**config.mk**
```make
export PLATFORM = sky130hd
export DESIGN_NAME = pio_host_ctrl
export DESIGN_NICKNAME = d
export VERILOG_FILES = /design/src/rtl/pio_pkg.sv /design/src/rtl/pio_host_ctrl.sv
export SDC_FILE = /design/constraint.sdc
export NUM_CORES = 1
export LEC_CHECK = 0
export ABC_AREA = 1
export BUFFER_PORTS_ARGS = -buffer_cell sky130_fd_sc_hd__buf_2
export CAP_MARGIN = 10
export CORE_ASPECT_RATIO = 1.5
export CORE_MARGIN = 2
export CORE_UTILIZATION = 25
export CTS_CLUSTER_DIAMETER = 30
export DETAILED_ROUTE_END_ITERATION = 8
export RECOVER_POWER = 50
export SLEW_MARGIN = 5
export SYNTH_ARGS = -nofsm -noshare
export SYNTH_HDL_FRONTEND = slang
export SYNTH_SLANG_ARGS = --single-unit
```
**constraint.sdc**
```tcl
create_clock -name clk -period 4.64 [get_ports clk]
set_input_delay 0.232 -clock clk [delete_from_list [all_inputs] [get_ports clk]]
set_output_delay 0.232 -clock clk [all_outputs]
set_load 0.01 [all_outputs]
```
**src/rtl/pio_pkg.sv**
```systemverilog
// constants, timing counts and types shared by the parallel port host controller
package pio_pkg;
   // clock and bus timing, figures in ns
   localparam int CLK_PERIOD_NS   = 40;
   localparam int T_ADDR_SETUP_NS = 80;   // bus valid before latch falls
   localparam int T_ADDR_HOLD_NS  = 100;  // bus held after latch falls
   localparam int T_RD_ENABLE_NS  = 450;  // select low to read data valid
   localparam int T_DATA_SETUP_NS = 150;  // write data before select rises
   localparam int T_DATA_HOLD_NS  = 100;  // write data after select rises
   localparam int T_GAP_NS        = 80;   // quiet time between strobes

   // least time to whole cycles, never under one
   function automatic int ns_to_cyc(input int ns);
      int c;
      c = (ns + CLK_PERIOD_NS - 1) / CLK_PERIOD_NS;
      return (c < 1) ? 1 : c;
   endfunction

   localparam int ADDR_CYC  = ns_to_cyc(T_ADDR_SETUP_NS);
   localparam int HOLD_CYC  = ns_to_cyc(T_ADDR_HOLD_NS);
   localparam int RD_CYC    = ns_to_cyc(T_RD_ENABLE_NS);
   localparam int WSET_CYC  = ns_to_cyc(T_DATA_SETUP_NS);
   localparam int WHOLD_CYC = ns_to_cyc(T_DATA_HOLD_NS);
   localparam int GAP_CYC   = ns_to_cyc(T_GAP_NS);

   // transfer instruction word layout
   localparam int         BUS_W       = 12;
   localparam int         OPC_LSB     = 9;
   localparam int         PAT_LSB     = 6;
   localparam int         DEV_LSB     = 4;
   localparam int         CTL_LSB     = 0;
   localparam logic [2:0] IOT_OPCODE  = 3'h6;
   localparam logic [2:0] DEV_PATTERN = 3'h3;

   // software register map, word indices
   localparam int         ADDR_W     = 4;
   localparam logic [3:0] REG_CTRL   = 4'h0;  // write: launch, bits 3:0 control code
   localparam logic [3:0] REG_ACC    = 4'h1;  // accumulator
   localparam logic [3:0] REG_STATUS = 4'h2;  // read only
   localparam logic [3:0] REG_DEVNUM = 4'h3;  // bits 1:0 device number

   // status bit positions
   localparam int ST_BUSY = 0;
   localparam int ST_SKIP = 1;
   localparam int ST_XFER = 2;
   localparam int ST_IRQ  = 3;

   // reset values
   localparam logic [11:0] ACC_RST    = 12'h000;
   localparam logic [1:0]  DEVNUM_RST = 2'h0;

   // transfer sequencer states
   typedef enum logic [3:0] {
      S_IDLE, S_ADDR, S_HOLD, S_GAP1, S_READ, S_GAP2, S_WSET, S_WRITE, S_WHOLD
   } pio_state_e;
endpackage

```
**src/rtl/pio_host_ctrl.sv**
```systemverilog
// host controller that runs transfer instructions on the parallel port bus
`timescale 1ns/100ps
`default_nettype none

module pio_host_ctrl
   import pio_pkg::*;
#(
   parameter int CNT_W = 4  // sequencer counter width
) (
   // clock and reset
   input  wire logic              clk,
   input  wire logic              reset_n,
   // software register port
   input  wire logic [ADDR_W-1:0] addr,
   input  wire logic [BUS_W-1:0]  wr_data,
   input  wire logic              wr_strobe,
   input  wire logic              rd_strobe,
   output logic      [BUS_W-1:0]  rd_data,
   // device bus
   output logic                   addr_latch_strobe,
   output logic                   dev_select_strobe,
   input  wire logic [BUS_W-1:0]  shared_bus_in,
   output logic      [BUS_W-1:0]  shared_bus_out,
   output logic                   shared_bus_oe,
   input  wire logic              xfer_indicate_n,
   input  wire logic              skip_irq_n,
   // chip select straps for the device
   output logic                   chip_sel_hi,
   output logic                   chip_sel_lo
);

   // refuse a counter too narrow for the longest wait
   if (RD_CYC >= (1 << CNT_W) || CNT_W < 2) begin : g_chk
      $error("pio_host_ctrl: CNT_W too small for timing counts");
   end

   // reset release, second stage is the only user copy
   logic [1:0]       rst_sync_reg;
   wire              rst_n = rst_sync_reg[1];

   // sequencer state
   pio_state_e       state_reg, state_next;
   logic [CNT_W-1:0] cnt_reg, cnt_next;
   // software visible state
   logic [BUS_W-1:0] acc_reg, acc_next;
   logic [3:0]       ctl_reg;
   logic [1:0]       dev_reg;
   logic             skip_reg, xfer_reg, irq_reg;
   // registered pin images
   logic             latch_reg, dev_select_strobe_reg, oe_reg;
   logic [BUS_W-1:0] bus_reg, rd_data_reg;
   logic             csh_reg, csl_reg;

   // cycle count loaded on entry to a state
   function automatic logic [CNT_W-1:0] dwell(input pio_state_e s);
      int n;
      case (s)
         S_ADDR:  n = ADDR_CYC;
         S_HOLD:  n = HOLD_CYC;
         S_READ:  n = RD_CYC;
         S_WSET:  n = WSET_CYC;
         S_WRITE: n = WSET_CYC;
         S_WHOLD: n = WHOLD_CYC;
         default: n = GAP_CYC;
      endcase
      return CNT_W'(n - 1);
   endfunction

   // register port decode
   wire busy       = (state_reg != S_IDLE);
   wire launch     = wr_strobe && (addr == REG_CTRL) && !busy;
   wire acc_wr     = wr_strobe && (addr == REG_ACC) && !busy;
   wire dev_wr     = wr_strobe && (addr == REG_DEVNUM) && !busy;
   wire last       = (cnt_reg == '0);
   wire rd_sample  = (state_reg == S_READ) && last;  // end of read pulse
   wire responded  = !xfer_indicate_n;
   // instruction word: opcode, fixed pattern, device, control code
   wire [BUS_W-1:0] iot_word = {IOT_OPCODE, DEV_PATTERN, dev_reg, ctl_reg};
   wire [3:0]  status_word = {irq_reg, xfer_reg, skip_reg, busy};
   wire [BUS_W-1:0] rd_mux =
      (addr == REG_ACC)    ? acc_reg :
      (addr == REG_STATUS) ? {8'h00, status_word} :
      (addr == REG_DEVNUM) ? {10'h000, dev_reg} :
      (addr == REG_CTRL)   ? {8'h00, ctl_reg} : 12'h000;

   // sequencer: one latch, then read pulse, then write pulse
   always_comb begin
      state_next = state_reg;
      cnt_next   = last ? cnt_reg : cnt_reg - 1'b1;
      case (state_reg)
         S_IDLE:  if (launch) state_next = S_ADDR;
         S_ADDR:  if (last) state_next = S_HOLD;
         S_HOLD:  if (last) state_next = S_GAP1;
         S_GAP1:  if (last) state_next = S_READ;
         S_READ:  if (last) state_next = S_GAP2;
         S_GAP2:  if (last) state_next = S_WSET;
         S_WSET:  if (last) state_next = S_WRITE;
         S_WRITE: if (last) state_next = S_WHOLD;
         S_WHOLD: if (last) state_next = S_IDLE;
         default: state_next = S_IDLE;
      endcase
      if (state_next != state_reg) begin
         cnt_next = dwell(state_next);
      end
   end

   // accumulator: software load, or OR merge of read data
   always_comb begin
      acc_next = acc_reg;
      if (acc_wr) begin
         acc_next = wr_data;
      end else if (rd_sample && responded) begin
         acc_next = acc_reg | shared_bus_in;
      end
   end

   // pin images follow the next state so pins change with it
   wire addr_ph = (state_next == S_ADDR) || (state_next == S_HOLD);
   wire wr_ph   = (state_next == S_WSET) || (state_next == S_WRITE) ||
                  (state_next == S_WHOLD);
   wire sel_low = (state_next == S_READ) || (state_next == S_WRITE);

   // reset release chain
   always_ff @(posedge clk or negedge reset_n) begin
      if (!reset_n) rst_sync_reg <= 2'b00;
      else          rst_sync_reg <= {rst_sync_reg[0], 1'b1};
   end

   // sequencer and accumulator
   always_ff @(posedge clk or negedge rst_n) begin
      if (!rst_n) begin
         state_reg <= S_IDLE;
         cnt_reg   <= '0;
         acc_reg   <= ACC_RST;
      end else begin
         state_reg <= state_next;
         cnt_reg   <= cnt_next;
         acc_reg   <= acc_next;
      end
   end

   // software settings and sampled status
   always_ff @(posedge clk or negedge rst_n) begin
      if (!rst_n) begin
         ctl_reg  <= 4'h0;
         dev_reg  <= DEVNUM_RST;
         skip_reg <= 1'b0;
         xfer_reg <= 1'b0;
         irq_reg  <= 1'b0;
      end else begin
         if (launch) ctl_reg <= wr_data[3:0];
         if (dev_wr) dev_reg <= wr_data[1:0];
         // flags cleared on launch, set only at the read sample
         if (rd_sample)   skip_reg <= !skip_irq_n;
         else if (launch) skip_reg <= 1'b0;
         if (rd_sample)   xfer_reg <= responded;
         else if (launch) xfer_reg <= 1'b0;
         // line means interrupt only while select is high
         if (dev_select_strobe_reg) irq_reg <= !skip_irq_n;
      end
   end

   // registered pin drive; bus released whenever the device may drive
   always_ff @(posedge clk or negedge rst_n) begin
      if (!rst_n) begin
         latch_reg   <= 1'b0;
         dev_select_strobe_reg  <= 1'b1;
         oe_reg      <= 1'b0;
         bus_reg     <= 12'h000;
         rd_data_reg <= 12'h000;
         csh_reg     <= 1'b0;
         csl_reg     <= 1'b0;
      end else begin
         latch_reg   <= (state_next == S_ADDR);
         dev_select_strobe_reg  <= !sel_low;
         oe_reg      <= addr_ph || wr_ph;
         bus_reg     <= addr_ph ? iot_word : acc_reg;
         if (rd_strobe) rd_data_reg <= rd_mux;
         csh_reg     <= dev_reg[1];
         csl_reg     <= dev_reg[0];
      end
   end

   assign rd_data           = rd_data_reg;
   assign addr_latch_strobe = latch_reg;
   assign dev_select_strobe = dev_select_strobe_reg;
   assign shared_bus_out    = bus_reg;
   assign shared_bus_oe     = oe_reg;
   assign chip_sel_hi       = csh_reg;
   assign chip_sel_lo       = csl_reg;
endmodule

`default_nettype wire

```
# After elaboration in Yosys (flattened, before gate mapping)

Index checks and enable logic that the tools add are counted.

Word-level logic and storage cells: 87
Output and inout bits: 29
Bits of input ports: 34
Bits in registers: 60

Multiplexer cells: 24
$add $sub $neg: 2
Bitwise operators: 1
Reductions and logical operators: 25
Equal/unequal tests: 19

Operators with widths:

| operator                                         | number |
|---|---|
| 2-to-1 mux 4 bit                                 | 15 |
| 2-to-1 mux 12 bit                                | 4 |
| one-hot mux 4 bit (9 select lines)               | 1 |
| == test 4 x 3 -> 1 bit, second input constant    | 7 |
| == test 4 x 2 -> 1 bit, second input constant    | 5 |
| == test 4 x 1 -> 1 bit, second input constant    | 3 |
| zero test 4 bit                                  | 3 |
| bitwise OR 12 bit                                | 1 |
| one-hot mux 4 bit (3 select lines)               | 1 |
| == test 4 bit, second input constant             | 2 |
| logical AND 1 bit                                | 8 |
| logical OR 1 bit                                 | 5 |
| zero test 1 bit                                  | 4 |
| != test 4 bit                                    | 1 |
| nonzero test 2 bit                               | 2 |
| nonzero test 4 bit                               | 1 |
| OR reduction 2 bit                               | 2 |
| subtractor 4 x 1 -> 4 bit, second input constant | 1 |
| subtractor 4 x 2 -> 4 bit, second input constant | 1 |
| 2-to-1 mux 1 bit                                 | 3 |
| != test 2 x 1 -> 1 bit, second input constant    | 1 |

# Logic depth before layout (Yosys ltp)

Depth in word-level cells: 11
Depth in mapped cells: 13
Depth with buffers taken out: 13

# Worst setup path after synthesis

Ideal clock, no wire load.

Path kind: register to register
Start: register cnt_reg[0]
End: register bus_reg[0], in the netlist shared_bus_out[0]
Data required time: 4522 ps
Setup time: 118 ps
Clock period less this slack: 1692 ps
Setup slack: 2948 ps
Cell stages (with the launch flop): 14
Data arrival time: 1575 ps
Path buffers: 0
Cell sequence: dfrtp_1 > inv_1 > ha_1 > nand2_1 > nor2_4 > nand2_1 > nand3_2 > inv_2 > nor2_2 > nand2_4 > nand2_8 > inv_6 > nand2_1 > o21ai_2

Word-level cells in the longest chain between the ends: 6
Elaborated cells on any way between the ends: 14
Classes of those cells: eq/ne (2); mux (10); reduce/logical (2)

RTL lines:

| what                                                                    | RTL line             | RTL |
|---|---|---|
| start, declared                                                         | pio_host_ctrl.sv:43  | `logic [CNT_W-1:0] cnt_reg, cnt_next;` |
| start signal, assigned                                                  | pio_host_ctrl.sv:137 | `cnt_reg <= cnt_next;` |
| zero test 4 bit *                                                       | pio_host_ctrl.sv:74  | `wire last = (cnt_reg == '0);` |
| 2-to-1 mux 4 bit (tied with other cells)                                | pio_host_ctrl.sv:99  | `S_WHOLD: if (last) state_next = S_IDLE;` |
| one-hot mux 4 bit (9 select lines) *                                    | pio_host_ctrl.sv:90  | `case (state_reg)` |
| named net state_next[3]                                                 | pio_host_ctrl.sv:42  | `pio_state_e state_reg, state_next;` |
| == test 4 x 1 -> 1 bit / == test 4 x 2 -> 1 bit (equally long branches) | pio_host_ctrl.sv:118 | `wire addr_ph = (state_next == S_ADDR) \|\| (state_next == S_HOLD);` |
| logical OR 1 bit *                                                      | pio_host_ctrl.sv:118 |  |
| 2-to-1 mux 12 bit *                                                     | pio_host_ctrl.sv:177 | `bus_reg <= addr_ph ? iot_word : acc_reg;` |
| end signal, assigned                                                    | pio_host_ctrl.sv:177 |  |
| end, declared                                                           | pio_host_ctrl.sv:51  | `logic [BUS_W-1:0] bus_reg, rd_data_reg;` |

The timed path passes the listed nets; every way through them passes the cells marked *.
A chain may end at the register's enable or synchronous reset.

# Final worst setup path

Start: input port addr[3]
End: register acc_reg[0]

Word-level cells in the longest chain between the ends: 4
Elaborated cells on any way between the ends: 5
Classes of those cells: eq/ne (1); mux (1); reduce/logical (3)

RTL lines:

| what                                                           | RTL line             | RTL |
|---|---|---|
| start, declared                                                | pio_host_ctrl.sv:14  | `input wire logic [ADDR_W-1:0] addr,` |
| == test 4 x 1 -> 1 bit *                                       | pio_host_ctrl.sv:72  | `wire acc_wr = wr_strobe && (addr == REG_ACC) && !busy;` |
| logical AND 1 bit * (2 in a row)                               | pio_host_ctrl.sv:72  |  |
| 2-to-1 mux 12 bit / nonzero test 2 bit (equally long branches) | -                    |  |
| end signal, assigned                                           | pio_host_ctrl.sv:138 | `acc_reg <= acc_next;` |
| end, declared                                                  | pio_host_ctrl.sv:45  | `logic [BUS_W-1:0] acc_reg, acc_next;` |

Mark *: on every way between the ends. The rest lies on a longest branch, timed or not.

==> results.md <==
- Slew Limit Fails: 0
- Post-synthesis cell type count: 41
- Max Cap Viol: 0
- Crit-path most repeated cell: nor2_1
- Clk_lat worst skew: approximately 0.32 ns
- Reg2reg start: state_reg[1]
- Layout fillers: between 1000 and 1500
- FF-to-FF path depth: 5
- I/O pin total: 63
- Worst Skew: 0.00511 ns
- Placed insts: slightly above 500
- Remaining DRCs: 0
- Drt first pass iters: 6
- Highest fanout seen on the critical path: 14
- Crit-path cells: buf_2 -> nor2_1 -> nand2_1 -> nor2_1 -> clkbuf_1 -> inv_1 -> nor2_1 -> a211oi_1 -> a21oi_1
- VDD IR max: approximately 0.17 mV
- Hold wc startpoint: skip_irq_n
- Critical path capture point type: flip-flop
- Setup TNS: 0 ns
- HPWL after DPL: about 5300 um
- Root Driver: clkbuf_16
- Final setup fails: 0
- Status: complete, no violations
- H-tree depth: 3
- Register area share after synthesis: around 53%
- Diode count: 0
- Core region area: around 0.011 mm^2
- I/O Buffers: 62
- CTS Buf Count: 9
- Vias in the first global route: around 2300
- Die area: 0.0122 mm^2
- Post-DR wirelength/cell: 13.2 um
- Final ANT Viol Nets: 0
- Slew HR: 42.1%
- Crit path kind: primary input to flip-flop
- Die height: roughly 130 um
- GP Congestion: ~0.85
- Post-synthesis register bit count: 60
- Arr. time, crit path: between 2 and 3 ns
- Final worst-path cycle share: between 50% and 60%
- Vias per cell: around 4.4
- Final Non-Filler Cells: between 500 and 600
- Reg-to-reg slack, setup: approximately 2.7 ns
- Number of core rows: 47
- Starting Density: 25.6%
- Total GRT Usage: 12.3%
- Worst hold endpoint: irq_reg
- Yosys warning total: 0
- Syn_nets: 340
- CP Data Required Time: 4.88 ns
- Clock transition at path regs: 0.05 ns
- Drt total wl: around 6900 um
- RSZ-0062 raised after global routing: no
- Initial antenna violation count: 1
- Max clock buf depth: 2
- Net count, final: 408
- Largest net degree at the start of global routing: between 50 and 60
- TritonCTS clock tree: done
- Share of cells above drive strength 1: roughly 29%
- Final Hold Viols: 0
- Grt ovf: 0
- Max Clock Freq: between 400 and 500 MHz
- Mean Syn Cell Area: 9.30 um^2
- Reg2reg end: acc_reg[0]
- Tmin final: about 2.4 ns
- Slowest CP cell: nor2_1
- Hold path depth: 2
- Synthesis-to-finish area growth: 25.9%
- Worst hold path type: primary input to flip-flop
- CP Launch Type: primary input
- Leakage: 1.68 nW
- Worst Max-Slew Pin Slew: 0.865 ns
- Clk sinks: 60
- Die width: around 90 um
- Post-synthesis cell count: 305
- Power density cells: 545 mW/mm^2
- Initial DRC count: 82
- Via count: between 2000 and 2500
- Mapped cell area: between 0.002 and 0.003 mm^2
- Largest stage delay, worst path: ~0.74 ns
- First-pass GRT wire length: between 10000 and 15000 um
==> placed cells by master, fill, tap and decap left out, types with 3 or more instances in the layout <==
master | synthesis | routed
inv_2 | 3 | 3
o21ai_0 | 19 | 19
nor2_4 | 5 | 5
clkinv_2 | 0 | 3
clkbuf_16 | 0 | 9
dfrtp_1 | 59 | 58
nand2_2 | 4 | 4
nand2_1 | 51 | 51
nor2_2 | 6 | 6
nor3_1 | 10 | 10
or2_1 | 4 | 4
nand3_2 | 5 | 5
nand3_1 | 17 | 17
nor2_1 | 29 | 29
a211oi_1 | 10 | 10
inv_1 | 31 | 31
buf_2 | 2 | 56
o21ai_2 | 5 | 5
a21oi_1 | 10 | 10
clkbuf_1 | 4 | 9
==> cells in the mapped netlist <==
cell type,n,share of area [%]
clkinv_1,1,0.13
inv_1,31,4.1
nand3_4,2,1.2
or2_2,1,0.22
o311ai_0,1,0.31
dfrtp_1,59,52
a21oi_4,1,0.57
o21ai_1,2,0.35
nand3_1,17,3.0
mux2i_1,2,0.71
a221oi_1,2,0.62
nor2_8,1,0.71
xor2_1,2,0.62
nor2_4,5,2.0
nand2_2,4,0.88
nand2_1,51,6.8
dfstp_2,1,0.93
nand2_4,2,0.79
buf_1,1,0.13
nor2_1,29,3.8
buf_2,2,0.35
buf_4,1,0.26
o21ai_2,5,1.5
ha_1,1,0.44
a211oi_2,1,0.44
clkbuf_1,4,0.53
conb_1,1,0.13
inv_2,3,0.40
o21ai_0,19,3.4
o211ai_1,1,0.26
a22oi_1,1,0.26
nand2_8,1,0.71
nand4_1,2,0.44
nor3_1,10,1.8
a31oi_1,2,0.44
a211oi_1,10,2.6
nand3_2,5,1.8
nor2_2,6,1.3
or2_1,4,0.88
inv_6,1,0.31
a21oi_1,10,1.8
==> what timing repair did <==
action / in CTS / in global routing
hold buffers: 1 / 0
endpoints found under the hold margin: 2 / 0
gates resized for setup: 0 / 0
setup buffers: 0 / 0
==> power breakdown <==
| part | internal (mW) | switching, mW |
|---|---|---|
| clock network | 0.368 | 0.209 |
| registers | 0.702 | 0.0945 |
| logic | 0.218 | 0.355 |
==> routing by layer <==
| metal | share of wire, % | GRT usage [%] |
|---|---|---|
| met4 | 2.7 | 6.14 |
| met1 | 39 | 13.5 |
| met3 | 5.1 | 3.60 |
| met2 | 53 | 21.4 |
| met5 | 0 | 0 |
==> critical path, delay by kind of cell <==
family / cells / cell delay, ns
compound gates: 2 / 0.26
buf+inv: 3 / 0.95
simple gates: 4 / 1.19
==> stage by stage <==
stage                     hold slack [ns]  instance area (um^2)  worst slack [ns]  power, mW  util, %
final                              0.0862                  3570              2.25       1.95     32.3
after global routing               0.0817                  3570              1.96       2.10     32.3
after CTS                          0.0756                  3580              2.65       1.99     32.4
after detailed placement           0.0193                  3310              2.43       1.39     29.9
after global placement             0.0175                  3310              2.51       1.37     29.9
after floorplan                   -0.0636                  2840              2.85       1.20        -
==> how the worst max path moves through the flow <==
stage / start / endpoint / slack [ns] / cells past startpoint
after global placement: addr[3] / acc_reg[9] / 2.51 / 9
after global routing: addr[3] / acc_reg[1] / 1.96 / 9
after detailed placement: addr[3] / acc_reg[8] / 2.43 / 9
after floorplan: rst_sync_reg[1] / acc_reg[0] / 2.85 / 0
after CTS: state_reg[1] / acc_reg[8] / 2.65 / 5
final: addr[3] / acc_reg[0] / 2.25 / 9
==> area by class of cell <==
type | instances | area [um^2] | area share [%]
clock buffers | 12 | 246 | 6.91
well taps | 147 | 184 | 5.15
clock inverters | 3 | 15.0 | 0.421
inverters | 36 | 140 | 3.93
repair buffers | 65 | 324 | 9.08
multi-input cells | 201 | 1160 | 32.4
flip-flops and latches | 60 | 1500 | 42.1
==> cells by family (layout without fill, tap and decap cells) <==
| family | Yosys count | in the layout | share of synthesized area [%] |
|---|---|---|---|
| mux | 2 | 2 | 0.706 |
| other cells | 1 | 1 | 0.132 |
| compound gates | 55 | 55 | 12.6 |
| buf+inv | 44 | 116 | 6.22 |
| flops | 60 | 60 | 53.0 |
| simple gates | 140 | 140 | 26.3 |
| fa+ha+maj | 1 | 1 | 0.441 |
| xor+xnor | 2 | 2 | 0.618 |
(Power assumes the default switching activity.)
